--- config.mk ---
export PLATFORM = sky130hd
export DESIGN_NAME = sct_second_trim
export DESIGN_NICKNAME = d
export VERILOG_FILES = /design/src/logic/sct_pkg.sv /design/src/logic/sct_second_trim.sv /design/src/logic/sct_cfg_latch.sv
export VERILOG_INCLUDE_DIRS = /design/src /design/src/logic
export SDC_FILE = /design/constraint.sdc
export NUM_CORES = 1
export LEC_CHECK = 0
export ABC_AREA = 1
export BUFFER_PORTS_ARGS = -buffer_cell sky130_fd_sc_hd__clkbuf_2
export CORE_ASPECT_RATIO = 0.7
export CORE_UTILIZATION = 64
export CTS_BUF_LIST = sky130_fd_sc_hd__clkbuf_16
export CTS_CLUSTER_DIAMETER = 100
export DETAILED_ROUTE_END_ITERATION = 7
export GPL_TIMING_DRIVEN = 0
export PLACE_DENSITY = 0.92
export SLEW_MARGIN = 20
export SYNTH_ARGS = -nofsm -noshare
export SYNTH_HDL_FRONTEND = slang
export SYNTH_SLANG_ARGS = --single-unit
--- constraint.sdc ---
create_clock -name clk -period 5.7 [get_ports clk]
set_input_delay 0.855 -clock clk [delete_from_list [all_inputs] [get_ports clk]]
set_output_delay 0.855 -clock clk [all_outputs]
set_load 0.005 [all_outputs]
--- src/logic/sct_params.svh ---
// sct_params.svh: constants of the second trim block
// assumes: included by bare name by the trim package and modules
`ifndef SCT_PARAMS_SVH
`define SCT_PARAMS_SVH

// oscillator cycles in one uncompensated second
`define SCT_SECOND_CYCLES 32768
// width of the cycle counter, holds up to 32768+127
`define SCT_CNT_W 16
// config word layout: interval in [15:8], value in [7:0]
`define SCT_CFG_W 16
`define SCT_INTV_MSB 15
`define SCT_INTV_LSB 8
`define SCT_VAL_MSB 7
`define SCT_VAL_LSB 0
// reset value of the config word: compensation off
`define SCT_CFG_RST 16'h0000

`endif

--- src/logic/sct_pkg.sv ---
// sct_pkg.sv: types of the second trim block
// assumes: sct_params.svh is on the include path
`include "sct_params.svh"

package sct_pkg;
	typedef logic [`SCT_CNT_W-1:0] sct_cnt_t;
	typedef logic [7:0] sct_intv_t;
	typedef logic signed [7:0] sct_val_t;
	// second counter position within the interval
	typedef enum logic [0:0] {
		SCT_FIRST = 1'b0,
		SCT_OTHER = 1'b1
	} sct_phase_e;
endpackage

--- src/logic/sct_second_trim.sv ---
// sct_second_trim.sv: compensated one-second tick from a 32768 Hz clock
// assumes: clk is the oscillator clock, config writes come on the same clock
//
// Function
// - divide oscillator by 32768 per second
// - one config word holds interval and value
// - interval is unsigned seconds 1 to 255
// - value is signed cycles -128 to 127
// - zero interval or value disables compensation
// - adjust first second, restart after interval
// - first second changes by signed value
// - other seconds last exactly 32768 cycles
// - tick drives output pin when enabled
// - pin pulse high for one cycle
`timescale 1ns/10ps
`default_nettype none
`include "sct_params.svh"

module sct_second_trim (
	// clock and reset
	input wire logic clk,
	input wire logic rstn,
	// drift_trim_config access
	input wire logic cfg_we,
	input wire logic [`SCT_CFG_W-1:0] cfg_wdata,
	output logic [`SCT_CFG_W-1:0] cfg_rdata,
	// pin output control
	input wire logic pin_enable,
	// tick outputs
	output logic second_tick,
	output logic second_pulse_pin
);

	////////////////////////////////////////////////////////////////////////
	// configuration

	logic load_active;
	logic [`SCT_CFG_W-1:0] cfg_active;

	sct_cfg_latch u_cfg (
		.clk(clk),
		.rstn(rstn),
		.cfg_we(cfg_we),
		.cfg_wdata(cfg_wdata),
		.cfg_rdata(cfg_rdata),
		.load_active(load_active),
		.cfg_active(cfg_active)
	);

	// fields of the active copy
	wire sct_pkg::sct_intv_t intv = cfg_active[`SCT_INTV_MSB:`SCT_INTV_LSB];
	wire sct_pkg::sct_val_t val = cfg_active[`SCT_VAL_MSB:`SCT_VAL_LSB];
	wire comp_on = (intv != 8'h00) && (val != 8'h00);

	////////////////////////////////////////////////////////////////////////
	// second length

	// cycles in the second, as last count value (length minus one)
	function automatic sct_pkg::sct_cnt_t last_count(input logic adj,
		input sct_pkg::sct_val_t v);
		logic signed [`SCT_CNT_W+1:0] len;
		len = (`SCT_CNT_W+2)'(`SCT_SECOND_CYCLES - 1);
		if (adj) begin
			len = len + {{(`SCT_CNT_W-6){v[7]}}, v};
		end
		last_count = len[`SCT_CNT_W-1:0];
	endfunction

	sct_pkg::sct_cnt_t cnt_r;
	sct_pkg::sct_cnt_t cnt_nxt;
	sct_pkg::sct_intv_t sec_r;
	sct_pkg::sct_intv_t sec_nxt;
	sct_pkg::sct_phase_e phase_r;
	sct_pkg::sct_phase_e phase_nxt;
	logic tick_r;
	logic pin_r;

	// only the first second of an interval carries the adjustment
	wire adj_now = (phase_r == sct_pkg::SCT_FIRST) && comp_on;
	wire sec_end = (cnt_r == last_count(adj_now, val));
	// interval complete: last second of the programmed count
	wire intv_end = sec_end && ((sec_r + 8'h01) >= intv);

	////////////////////////////////////////////////////////////////////////
	// interval sequencing

	// next cycle and second counters
	always_comb begin
		cnt_nxt = sec_end ? '0 : cnt_r + 16'h0001;
		sec_nxt = sec_r;
		phase_nxt = phase_r;
		case (phase_r)
			sct_pkg::SCT_FIRST: begin
				if (intv_end) begin
					sec_nxt = 8'h00;
					phase_nxt = sct_pkg::SCT_FIRST;
				end else if (sec_end) begin
					sec_nxt = 8'h01;
					phase_nxt = sct_pkg::SCT_OTHER;
				end
			end
			sct_pkg::SCT_OTHER: begin
				if (intv_end) begin
					sec_nxt = 8'h00;
					phase_nxt = sct_pkg::SCT_FIRST;
				end else if (sec_end) begin
					sec_nxt = sec_r + 8'h01;
				end
			end
			default: begin
				sec_nxt = 8'h00;
				phase_nxt = sct_pkg::SCT_FIRST;
			end
		endcase
	end

	// new config copied as a fresh interval begins
	assign load_active = intv_end;

	// counter registers
	always_ff @(posedge clk or negedge rstn) begin
		if (!rstn) begin
			cnt_r <= '0;
			sec_r <= 8'h00;
			phase_r <= sct_pkg::SCT_FIRST;
		end else begin
			cnt_r <= cnt_nxt;
			sec_r <= sec_nxt;
			phase_r <= phase_nxt;
		end
	end

	////////////////////////////////////////////////////////////////////////
	// tick outputs

	// one-cycle high pulse after each second end, pin gated by enable
	always_ff @(posedge clk or negedge rstn) begin
		if (!rstn) begin
			tick_r <= 1'b0;
			pin_r <= 1'b0;
		end else begin
			tick_r <= sec_end;
			pin_r <= sec_end && pin_enable;
		end
	end

	assign second_tick = tick_r;
	assign second_pulse_pin = pin_r;

endmodule // sct_second_trim

`default_nettype wire

--- src/logic/sct_cfg_latch.sv ---
// sct_cfg_latch.sv: software config word and the copy used by the divider
// assumes: cfg write strobe is synchronous to the oscillator clock
`timescale 1ns/10ps
`default_nettype none
`include "sct_params.svh"

module sct_cfg_latch (
	// clock and reset
	input wire logic clk,
	input wire logic rstn,
	// software side
	input wire logic cfg_we,
	input wire logic [`SCT_CFG_W-1:0] cfg_wdata,
	output logic [`SCT_CFG_W-1:0] cfg_rdata,
	// divider side
	input wire logic load_active,
	output logic [`SCT_CFG_W-1:0] cfg_active
);

	logic [`SCT_CFG_W-1:0] cfg_r;
	logic [`SCT_CFG_W-1:0] act_r;

	// software-held config word, interval and value together
	always_ff @(posedge clk or negedge rstn) begin
		if (!rstn) begin
			cfg_r <= `SCT_CFG_RST;
		end else if (cfg_we) begin
			cfg_r <= cfg_wdata;
		end
	end

	// working copy only taken at an interval start
	always_ff @(posedge clk or negedge rstn) begin
		if (!rstn) begin
			act_r <= `SCT_CFG_RST;
		end else if (load_active) begin
			act_r <= cfg_we ? cfg_wdata : cfg_r;
		end
	end

	assign cfg_rdata = cfg_r;
	assign cfg_active = act_r;

endmodule // sct_cfg_latch

`default_nettype wire

==> flow_summary.toml, run 1 <==
[synthesis]
avgSynthCellArea_um2 = 8.10
synth_edf_count = 0
syn_area_um2 = 3620
syn_inst = 447
yosysWarningCount = 0
async_reset_ff_share_pct = 100
ys_seq_elements = 59
synthFlopType = "dfrtp_1"
syn_nets = 480
ys_types = 34
seq_area_frac_synth_pct = 40.8

[setup_path]
crit_type = "reg2reg"
crit_start = "sec_r[0]"
crit_fanout = 10
worst_ep_required_time_ns = 5.92
critPathLaunchType = "flop"
worst_ep_arrival_time_ns = 3.54
cp-end-kind = "flop"
ff2ff_setup_slack_ns = 2.38
reg2reg_to = "u_cfg.cfg_active[4]"
reg2reg_from = "sec_r[0]"
reg2reg_depth = 15

[placement]
place_area_um2 = 3910
dp_hpwl_mm = 6.13
routabilityCongestion = 0.950
port_buffers = 36

[cts]
postCtsSetupRepairBufs = 0
htree_levels = 3
numClockSinks = 59
cts_buffers = 9
clock_latency_ns = 0.34
cts_tree = "yes"
clk_pin_slew_ns = 0.06
cts_hold_buffers = 0
ctsResizeCount = 0
cts_buffer_depth = 2
clockRootBuffer = "clkbuf_16"

[cells_and_area]
drive_gt1_share_pct = 22.4
syn_to_final_growth_pct = 17.1
seq_area_um2 = 1480
fin_nets = 528
fin_area_um2 = 4240
fillers = 330
n_antenna_cell = 0
multi_input_area_um2 = 1860

[sta]
finClkSkew_ns = 0.0108
rsz0062_at_grt = "no"
slew_violations = 0
period_needed_ns = 3.32
tightest_slew_ns = 0.556
slew_headroom_pct = 63.0
hold_violations = 0
setup_viol = 0
fmaxAchievable_ghz = 0.301
fin_setup_tns_ns = 0
fin_crit_sh_pct = 58.3

[route]
viasPerCell = 5.69
wl_per_cell_um = 15.3
drc = 0
via_count = 3253
first_pass_iters = 6
wl_mm = 8.75
drtIter0Drc = 260
drtAntennaViolNets = 0

[worst_hold_path]
hp-class = "in2async"

[floorplanning]
row_count = 22
dieArea_um2 = 5970
start_util_pct = 67.8
io_pins = 38
core-area_um2 = 5340
die_w_um = 91.9
die_h_um = 64.9

[global_route]
grt_use_total_pct = 33.0
grt_pass1_vias = 3063
antenna_found_initial = 0
grt_max_degree = 40
overflow = 0
grt_pass1_wl_mm = 15.0

[power]
finalPower_mw = 1.07
p_leak_nw = 2.22
pwr-share-seq_pct = 40.6
combPwrFrac_pct = 4.5
switching_share_pct = 21.8
power.density_nw_per_um2 = 253
ir_drop_mv = 0.165
internal-power_uw = 839
switchingPower_uw = 234
power_frac_clock_pct = 54.9

[job]
drv_cap = 0

[status]
status = "finished, final reports clean"
per-stage QoR:
| step | worst slack [ns] | util, % | std cells | hold slack [ns] |
|---|---|---|---|---|
| after global placement | 2.72 | 72.9 | 555 | 0.487 |
| after detailed placement | 2.54 | 73.3 | 556 | 0.491 |
| after global routing | 2.15 | 79.4 | 572 | 0.463 |
| after CTS | 2.43 | 79.4 | 572 | 0.444 |
| final | 2.38 | 79.4 | 572 | 0.432 |
| after floorplan | 3.07 | - | 447 | 0.464 |
sequential cells by signal (all words and copies together), names as in the netlist, named ones only:
signal / flops
second_tick: 1
u_cfg.cfg_active: 16
cnt_r: 16
sec_r: 8
second_pulse_pin: 1
u_cfg.cfg_rdata: 16
power groups by stage:
stage	combinational (mW)	sequential [mW]	clock [mW]
global route	0.0535	0.437	0.610
global placement	0.0449	0.442	0
detailed placement	0.0485	0.444	0
CTS	0.0491	0.436	0.591
floorplan	0.0161	0.444	0
finish	0.0478	0.436	0.590
placed cells by master, fill, tap and decap left out, types with 3 or more instances in the layout:
master,netlist,final
nand4_1,33,33
clkinv_4,0,3
inv_1,49,49
ha_1,13,13
nor2_4,3,3
nor2_2,14,14
nor2_1,45,45
nand3_2,5,5
clkbuf_2,0,35
mux2_2,16,16
nand2_1,125,125
dfrtp_1,59,59
nand2_2,6,6
a21oi_1,3,3
clkbuf_16,0,9
nand3b_1,3,3
xor2_1,17,17
clkbuf_1,3,3
nand3_1,23,23
buf_4,4,4
o21ai_0,5,5
cells in the mapped netlist (4+ instances only):
| cell | instances | area share, % |
|---|---|---|
| xor2_1 | 17 | 4.1 |
| nor2_1 | 45 | 4.7 |
| o21ai_0 | 5 | 0.69 |
| dfrtp_1 | 59 | 41 |
| nand4_1 | 33 | 5.7 |
| nand2_1 | 125 | 13 |
| buf_4 | 4 | 0.83 |
| inv_1 | 49 | 5.1 |
| nor2_2 | 14 | 2.4 |
| mux2_2 | 16 | 5.0 |
| nand2_2 | 6 | 1.0 |
| ha_1 | 13 | 4.5 |
| nand3_1 | 23 | 3.2 |
| nand3_2 | 5 | 1.4 |
critical path, stage by stage (launching register included):
cell      delay, ns
dfrtp_1        0.44
nand3_1        0.14
nand3b_1       0.21
nand3b_1       0.19
xor2_1         0.17
inv_1          0.06
ha_1           0.28
nand2_1        0.09
nor2_1         0.05
a211oi_1       0.20
and3_1         0.19
buf_2          0.22
clkinv_1       0.29
clkbuf_1       0.35
nand4_1        0.22
nand2_1        0.09
cells by family after synthesis:
| logic type | share of synthesized area [%] |
|---|---|
| flops | 40.8 |
| buf+inv | 7.91 |
| mux | 4.98 |
| fa+ha+maj | 4.49 |
| xor+xnor | 4.60 |
| simple gates | 35.4 |
| compound gates | 1.83 |
metal layers:
metal | global-route usage, % | up-vias | part of all wire (%)
met5 | 0 | - | 0
met4 | 9.96 | 0 | 1.2
met3 | 7.16 | 11 | 6.7
met2 | 52.7 | 132 | 46
met1 | 45.3 | 1567 | 46
li1 | - | 1543 | -
worst max path at each step:
stage                                 to  cells past startpoint
floorplan            u_cfg.cfg_active[4]                     15
global placement     u_cfg.cfg_active[4]                     15
detailed placement  u_cfg.cfg_active[12]                     15
CTS                  u_cfg.cfg_active[4]                     15
global route         u_cfg.cfg_active[4]                     15
finish               u_cfg.cfg_active[4]                     15
cell type report:
| class | instances | share of cell area [%] |
|---|---|---|
| tap | 72 | 2.13 |
| sequential | 59 | 34.8 |
| multi-input combinational | 325 | 43.8 |
| inverter | 52 | 4.66 |
| buffer | 11 | 2.10 |
| clock buffer | 9 | 5.31 |
| timing repair buffer | 37 | 4.78 |
| clock inverter | 7 | 2.36 |
(Power assumes the default switching activity.)
==> run 2: changes to the inputs <==
--- a/config.mk
+++ b/config.mk
@@ -6,15 +6,15 @@
 export SDC_FILE = /design/constraint.sdc
 export NUM_CORES = 1
 export LEC_CHECK = 0
-export ABC_AREA = 1
+export ABC_AREA = 0
 export BUFFER_PORTS_ARGS = -buffer_cell sky130_fd_sc_hd__clkbuf_2
 export CORE_ASPECT_RATIO = 0.7
-export CORE_UTILIZATION = 64
+export CORE_UTILIZATION = 59
 export CTS_BUF_LIST = sky130_fd_sc_hd__clkbuf_16
 export CTS_CLUSTER_DIAMETER = 100
 export DETAILED_ROUTE_END_ITERATION = 7
 export GPL_TIMING_DRIVEN = 0
-export PLACE_DENSITY = 0.92
+export PLACE_DENSITY = 0.86
 export SLEW_MARGIN = 20
 export SYNTH_ARGS = -nofsm -noshare
 export SYNTH_HDL_FRONTEND = slang
==> constraint.sdc (replaced) <==
create_clock -name clk -period 3.1 [get_ports clk]
set_input_delay 0.465 -clock clk [delete_from_list [all_inputs] [get_ports clk]]
set_output_delay 0.465 -clock clk [all_outputs]
set_load 0.005 [all_outputs]
==> run 2 against run 1 <==
Global-route usage down 6.0 points. Via count down 19%. Sequential share of layout area up 1.4 points. Cell count down 22%. Clock-buffer cell count unchanged. Critical path depth down 4. Largest cell class unchanged.
==> flow_summary.toml, run 2 <==
[setup_path]
crit_type = "reg2reg"
worst_ep_arrival_time_ns = 3.26
reg2reg_from = "u_cfg.cfg_active[5]"
cp-end-kind = "flop"
reg2reg_depth = 11
ff2ff_setup_slack_ns = 0.04
crit_fanout = 10
reg2reg_to = "u_cfg.cfg_active[0]"
worst_ep_required_time_ns = 3.30
critPathLaunchType = "flop"

[cells_and_area]
drive_gt1_share_pct = 31.8
layout_common_cells = "dfrtp_1, clkbuf_2, nor2_1"
final_common_cell = "dfrtp_1"
n_antenna_cell = 0
layout.cells.non_filler = 449
fin_nets = 406
syn_to_final_growth_pct = 20.3

[power]
power.density_nw_per_um2 = 449
ir_drop_mv = 0.427
p_leak_nw = 1.95

[synthesis]
yosysWarningCount = 0
async_reset_ff_share_pct = 100
syn_inst = 318
avgSynthCellArea_um2 = 10.7
yosys.cell_count.top_type = "dfrtp_1"
synthFlopType = "dfrtp_1"
syn_area_um2 = 3390
synth_top_area_share_pct = 43.5
synth_top_area_cell = "dfrtp_1"
yosys-top-cells-count = "dfrtp_1, nor2_1, mux2_2"
synthTopCellsByArea = "dfrtp_1, mux2_2, ha_1, mux2_4, xnor2_1"
synth_edf_count = 0
syn_nets = 351
seq_area_frac_synth_pct = 43.5
ys_types = 53
ys_seq_elements = 59

[route]
first_pass_iters = 4
drtIter0Drc = 197
drc = 0
drtAntennaViolNets = 0
wl_mm = 7.65
via_count = 2648
viasPerCell = 5.90
wl_per_cell_um = 17.0

[job]
drv_cap = 0

[cts]
clockRootBuffer = "clkbuf_16"
htree_levels = 3
cts_hold_buffers = 0
clock_latency_ns = 0.32
cts_buffers = 9
cts_tree = "yes"
numClockSinks = 59
cts_buffer_depth = 2
clk_pin_slew_ns = 0.05

[sta]
post-route-worst-setup-slack_ns = 0.0402
setup_viol = 0
finClkSkew_ns = 0.00558
tightest_slew_ns = 0.689
hold_violations = 0
fmaxAchievable_ghz = 0.327
slew_headroom_pct = 53.6
period_needed_ns = 3.06
slew_violations = 0
fin_crit_sh_pct = 98.7

[placement]
port_buffers = 36
pre_cts_slack_ns = -0.209
routabilityCongestion = 0.870
dp_cells = 427
dp_hpwl_mm = 5.26

[status]
status = "finished, final reports clean"

[worst_hold_path]
hp-class = "in2async"

[floorplanning]
start_util_pct = 62.9
row_count = 22
die_h_um = 65.5
io_pins = 38
die_w_um = 92.6
dieArea_um2 = 6060
core-area_um2 = 5400

[global_route]
grt_pass1_wl_mm = 12.2
gr-usage-met2_pct = 45.5
overflow = 0
grt_pass1_vias = 2662
grt_use_met3_pct = 7.52
grt_use_total_pct = 27.0
grtUsageMet1_pct = 33.3
antenna_found_initial = 0
grt-busiest-layer = "met2"
grt_max_degree = 44
run 2: changes by cell type after synthesis, sizes merged, moves of 5 or more:
cell	change
mux2	+18
nor2	-36
nand2	-118
mux2i	+6
xnor2	+14
nor4	+5
a21oi	+6
nand4	-30
nand3	-8
xor2	-6
nor3	+9
inv	-29
run 2: cell families (layout without fill, tap and decap cells):
kind of cell | Yosys count | after routing | share of synthesized area (%)
AND/OR/NAND/NOR | 101 | 101 | 15.8
AO/OA/AOI/OAI | 45 | 45 | 9.29
adder cells (fa/ha/maj) | 13 | 13 | 4.79
XOR/XNOR | 28 | 28 | 7.74
buffers and inverters | 32 | 91 | 4.68
multiplexers | 40 | 40 | 14.2
flip-flops | 59 | 59 | 43.5
run 2: through the flow:
| stage | TNS, ns | hold WS, ns | util, % | instance area (um2) | power (mW) |
|---|---|---|---|---|---|
| 2_1_floorplan | 0 | 0.169 | - | 3390 | 0.849 |
| 3_3_place_gp | -2.05 | 0.501 | 67.9 | 3660 | 0.897 |
| 3_5_place_dp | -3.24 | 0.377 | 68.3 | 3690 | 0.907 |
| 4_1_cts | 0 | 0.0304 | 74.2 | 4000 | 1.85 |
| 5_1_grt | -0.559 | 0.0462 | 75.6 | 4080 | 1.89 |
| 6_report | 0 | 0.0344 | 75.6 | 4080 | 1.83 |
run 2: timing repair:
action,CTS,global route
setup endpoints to repair,35,22
gates resized for setup,1,12
buffers inserted,4,3
pin swaps,2,4
run 2: how the worst max path moves through the flow:
stage / startpoint / to / slack, ns / cells after the start
2_1_floorplan: u_cfg.cfg_active[0] / u_cfg.cfg_active[10] / 0.16 / 11
3_3_place_gp: u_cfg.cfg_active[0] / u_cfg.cfg_active[13] / -0.15 / 11
3_5_place_dp: u_cfg.cfg_active[0] / u_cfg.cfg_active[9] / -0.21 / 11
4_1_cts: u_cfg.cfg_active[3] / u_cfg.cfg_active[0] / 0.02 / 11
5_1_grt: u_cfg.cfg_active[5] / u_cfg.cfg_active[1] / -0.06 / 11
6_report: u_cfg.cfg_active[5] / u_cfg.cfg_active[0] / 0.04 / 11
run 2: metal layers:
| layer | up-vias | wire length (um) |
|---|---|---|
| met2 | 112 | 3680 |
| met1 | 1287 | 3280 |
| met5 | - | 0 |
| met3 | 19 | 504 |
| li1 | 1230 | - |
| met4 | 0 | 187 |
run 2: critical path: stages (launching register included):
cell     delay, ns
dfrtp_1       0.37
buf_6         0.15
nor4_4        0.41
nand3_2       0.15
ha_4          0.19
nor3_1        0.25
a32oi_1       0.12
o32ai_2       0.19
nand2_1       0.15
nor4_4        0.39
buf_4         0.22
mux2_2        0.34
run 2: layout make-up:
cell class                 instances  area, um2
clock inverter                     6       57.6
timing repair buffer              44        255
clock buffer                       9        225
multi-input combinational        227       1820
sequential                        59       1480
inverter                          22       82.6
buffer                            10       76.3
fill                             360       1310
tap                               72       90.1
run 2: report_power, final:
group	leakage (nW)	internal, mW	total [mW]	switching [mW]
clock network	0.132	0.609	0.938	0.330
registers	0.772	0.792	0.803	0.0109
logic	1.05	0.0461	0.0892	0.0431
==> run 3: changes to the inputs <==
--- a/config.mk
+++ b/config.mk
@@ -15,6 +15,7 @@
 export DETAILED_ROUTE_END_ITERATION = 7
 export GPL_TIMING_DRIVEN = 0
 export PLACE_DENSITY = 0.86
+export RECOVER_POWER = 50
 export SLEW_MARGIN = 20
 export SYNTH_ARGS = -nofsm -noshare
 export SYNTH_HDL_FRONTEND = slang
==> run 3 against run 2 <==
Sequential cell count unchanged. Cell count stayed put. Core utilization fell by 0.49 points. Clock power about the same. Clock skew fell by 0.0017 ns. Critical endpoint unchanged. Final area shrank 0.64%. Worst hold slack improved by 0.20 ns. Non-clock buffer count unchanged. Clock-buffer cell count unchanged. Via count is 0.68% higher. Power fell by 0.26%. Setup slack lost 0.0050 ns.
==> flow_summary.toml, run 3 (synthesis results as in run 2) <==
[cells_and_area]
syn_to_final_growth_pct = 19.5
final_common_cell = "dfrtp_1"
drive_gt1_share_pct = 31.0
layout_common_cells = "dfrtp_1, clkbuf_2, nor2_1"
post-route-util_pct = 75.2
fin_area_um2 = 4060
n_antenna_cell = 0
layout.cells.non_filler = 449
fin_nets = 406

[global_route]
grt_use_total_pct = 27.0
grt_pass1_wl_mm = 12.2
grt_pass1_vias = 2662
overflow = 0
grt_max_degree = 44
antenna_found_initial = 0

[cts]
numClockSinks = 59
clk_pin_slew_ns = 0.05
clockRootBuffer = "clkbuf_16"
cts_tree = "yes"
cts_buffers = 9
htree_levels = 3
clock_latency_ns = 0.32
cts_buffer_depth = 2
cts_hold_buffers = 0

[placement]
port_buffers = 36
place_area_um2 = 3690
routabilityCongestion = 0.870
dp_hpwl_mm = 5.26
dp_cells = 427

[floorplanning]
dieArea_um2 = 6060
die_w_um = 92.6
row_count = 22
core-area_um2 = 5400
io_pins = 38
die_h_um = 65.5
start_util_pct = 62.9

[sta]
finClkSkew_ns = 0.00384
slew_violations = 0
fmaxAchievable_ghz = 0.326
fin_crit_sh_pct = 98.9
tightest_slew_ns = 1.03
slew_headroom_pct = 31.2
period_needed_ns = 3.06
fin_setup_tns_ns = 0
hold_violations = 0
setup_viol = 0

[setup_path]
cp-end-kind = "flop"
reg2reg_from = "u_cfg.cfg_active[5]"
crit_fanout = 10
worst_ep_required_time_ns = 3.30
reg2reg_to = "u_cfg.cfg_active[0]"
worst_ep_arrival_time_ns = 3.27
crit_type = "reg2reg"
critPathLaunchType = "flop"
reg2reg_depth = 11
ff2ff_setup_slack_ns = 0.04

[route]
via_count = 2666
viasPerCell = 5.94
first_pass_iters = 4
drc = 0
wl_per_cell_um = 17.0
drtIter0Drc = 207
drtAntennaViolNets = 0
wl_mm = 7.64

[worst_hold_path]
hp-class = "in2async"

[power]
ir_drop_mv = 0.427
finalPower_mw = 1.83
p_leak_nw = 1.94
power.density_nw_per_um2 = 450

[status]
status = "finished, final reports clean"

[job]
drv_cap = 0
[run 3: cell types whose count changed in the layout (fill, tap and decap cells not counted)]
cell and delta:
buf_12 -1, buf_6 -1, clkbuf_1 +2, clkbuf_2 +1, clkbuf_4 -1, mux2_1 +1
mux2_2 -1
[run 3: area by class of cell]
type,instances,area (um2)
clock buffers,9,225
well taps,72,90.1
fillers,366,1340
multi-input cells,227,1820
clock inverters,6,57.6
plain buffers,10,68.8
inverters,22,82.6
repair buffers,44,236
flip-flops and latches,59,1480
[run 3: routing by layer]
layer,part of all wire [%],wire length [um],up-vias,GRT usage [%]
met5,0,0,-,0
met3,6.6,505,21,7.52
met4,2.7,210,0,10.6
met2,48,3670,114,45.5
met1,43,3260,1298,33.3
li1,-,-,1233,-
[run 3: how the worst max path moves through the flow]
stage / end / startpoint / depth (start not counted)
2_1_floorplan: u_cfg.cfg_active[10] / u_cfg.cfg_active[0] / 11
3_3_place_gp: u_cfg.cfg_active[13] / u_cfg.cfg_active[0] / 11
3_5_place_dp: u_cfg.cfg_active[9] / u_cfg.cfg_active[0] / 11
4_1_cts: u_cfg.cfg_active[0] / u_cfg.cfg_active[3] / 11
5_1_grt: u_cfg.cfg_active[1] / u_cfg.cfg_active[5] / 11
6_report: u_cfg.cfg_active[0] / u_cfg.cfg_active[5] / 11
[run 3: power by group]
part / switching (mW) / internal [mW]
Combinational: 0.0424 / 0.0420
Sequential: 0.0107 / 0.792
Clock: 0.330 / 0.609
[run 3: stage by stage]
step / hold slack (ns) / setup slack (ns)
2_1_floorplan: 0.169 / 0.160
3_3_place_gp: 0.501 / -0.145
3_5_place_dp: 0.377 / -0.209
4_1_cts: 0.0304 / 0.0208
5_1_grt: 0.332 / -0.0634
6_report: 0.239 / 0.0352
[run 3: what timing repair did]
action                                  CTS  global route
setup buffers                             4             3
cloned                                    0             0
gates resized for setup                   1            12
endpoints found under the setup margin   35            22
pin swaps                                 2             4
[run 3: critical path: stages (launching register included)]
cell	delay (ns)
dfrtp_1	0.37
buf_6	0.15
nor4_4	0.42
nand3_2	0.15
ha_4	0.19
nor3_1	0.25
a32oi_1	0.12
o32ai_2	0.19
nand2_1	0.15
nor4_4	0.39
buf_4	0.22
mux2_2	0.34
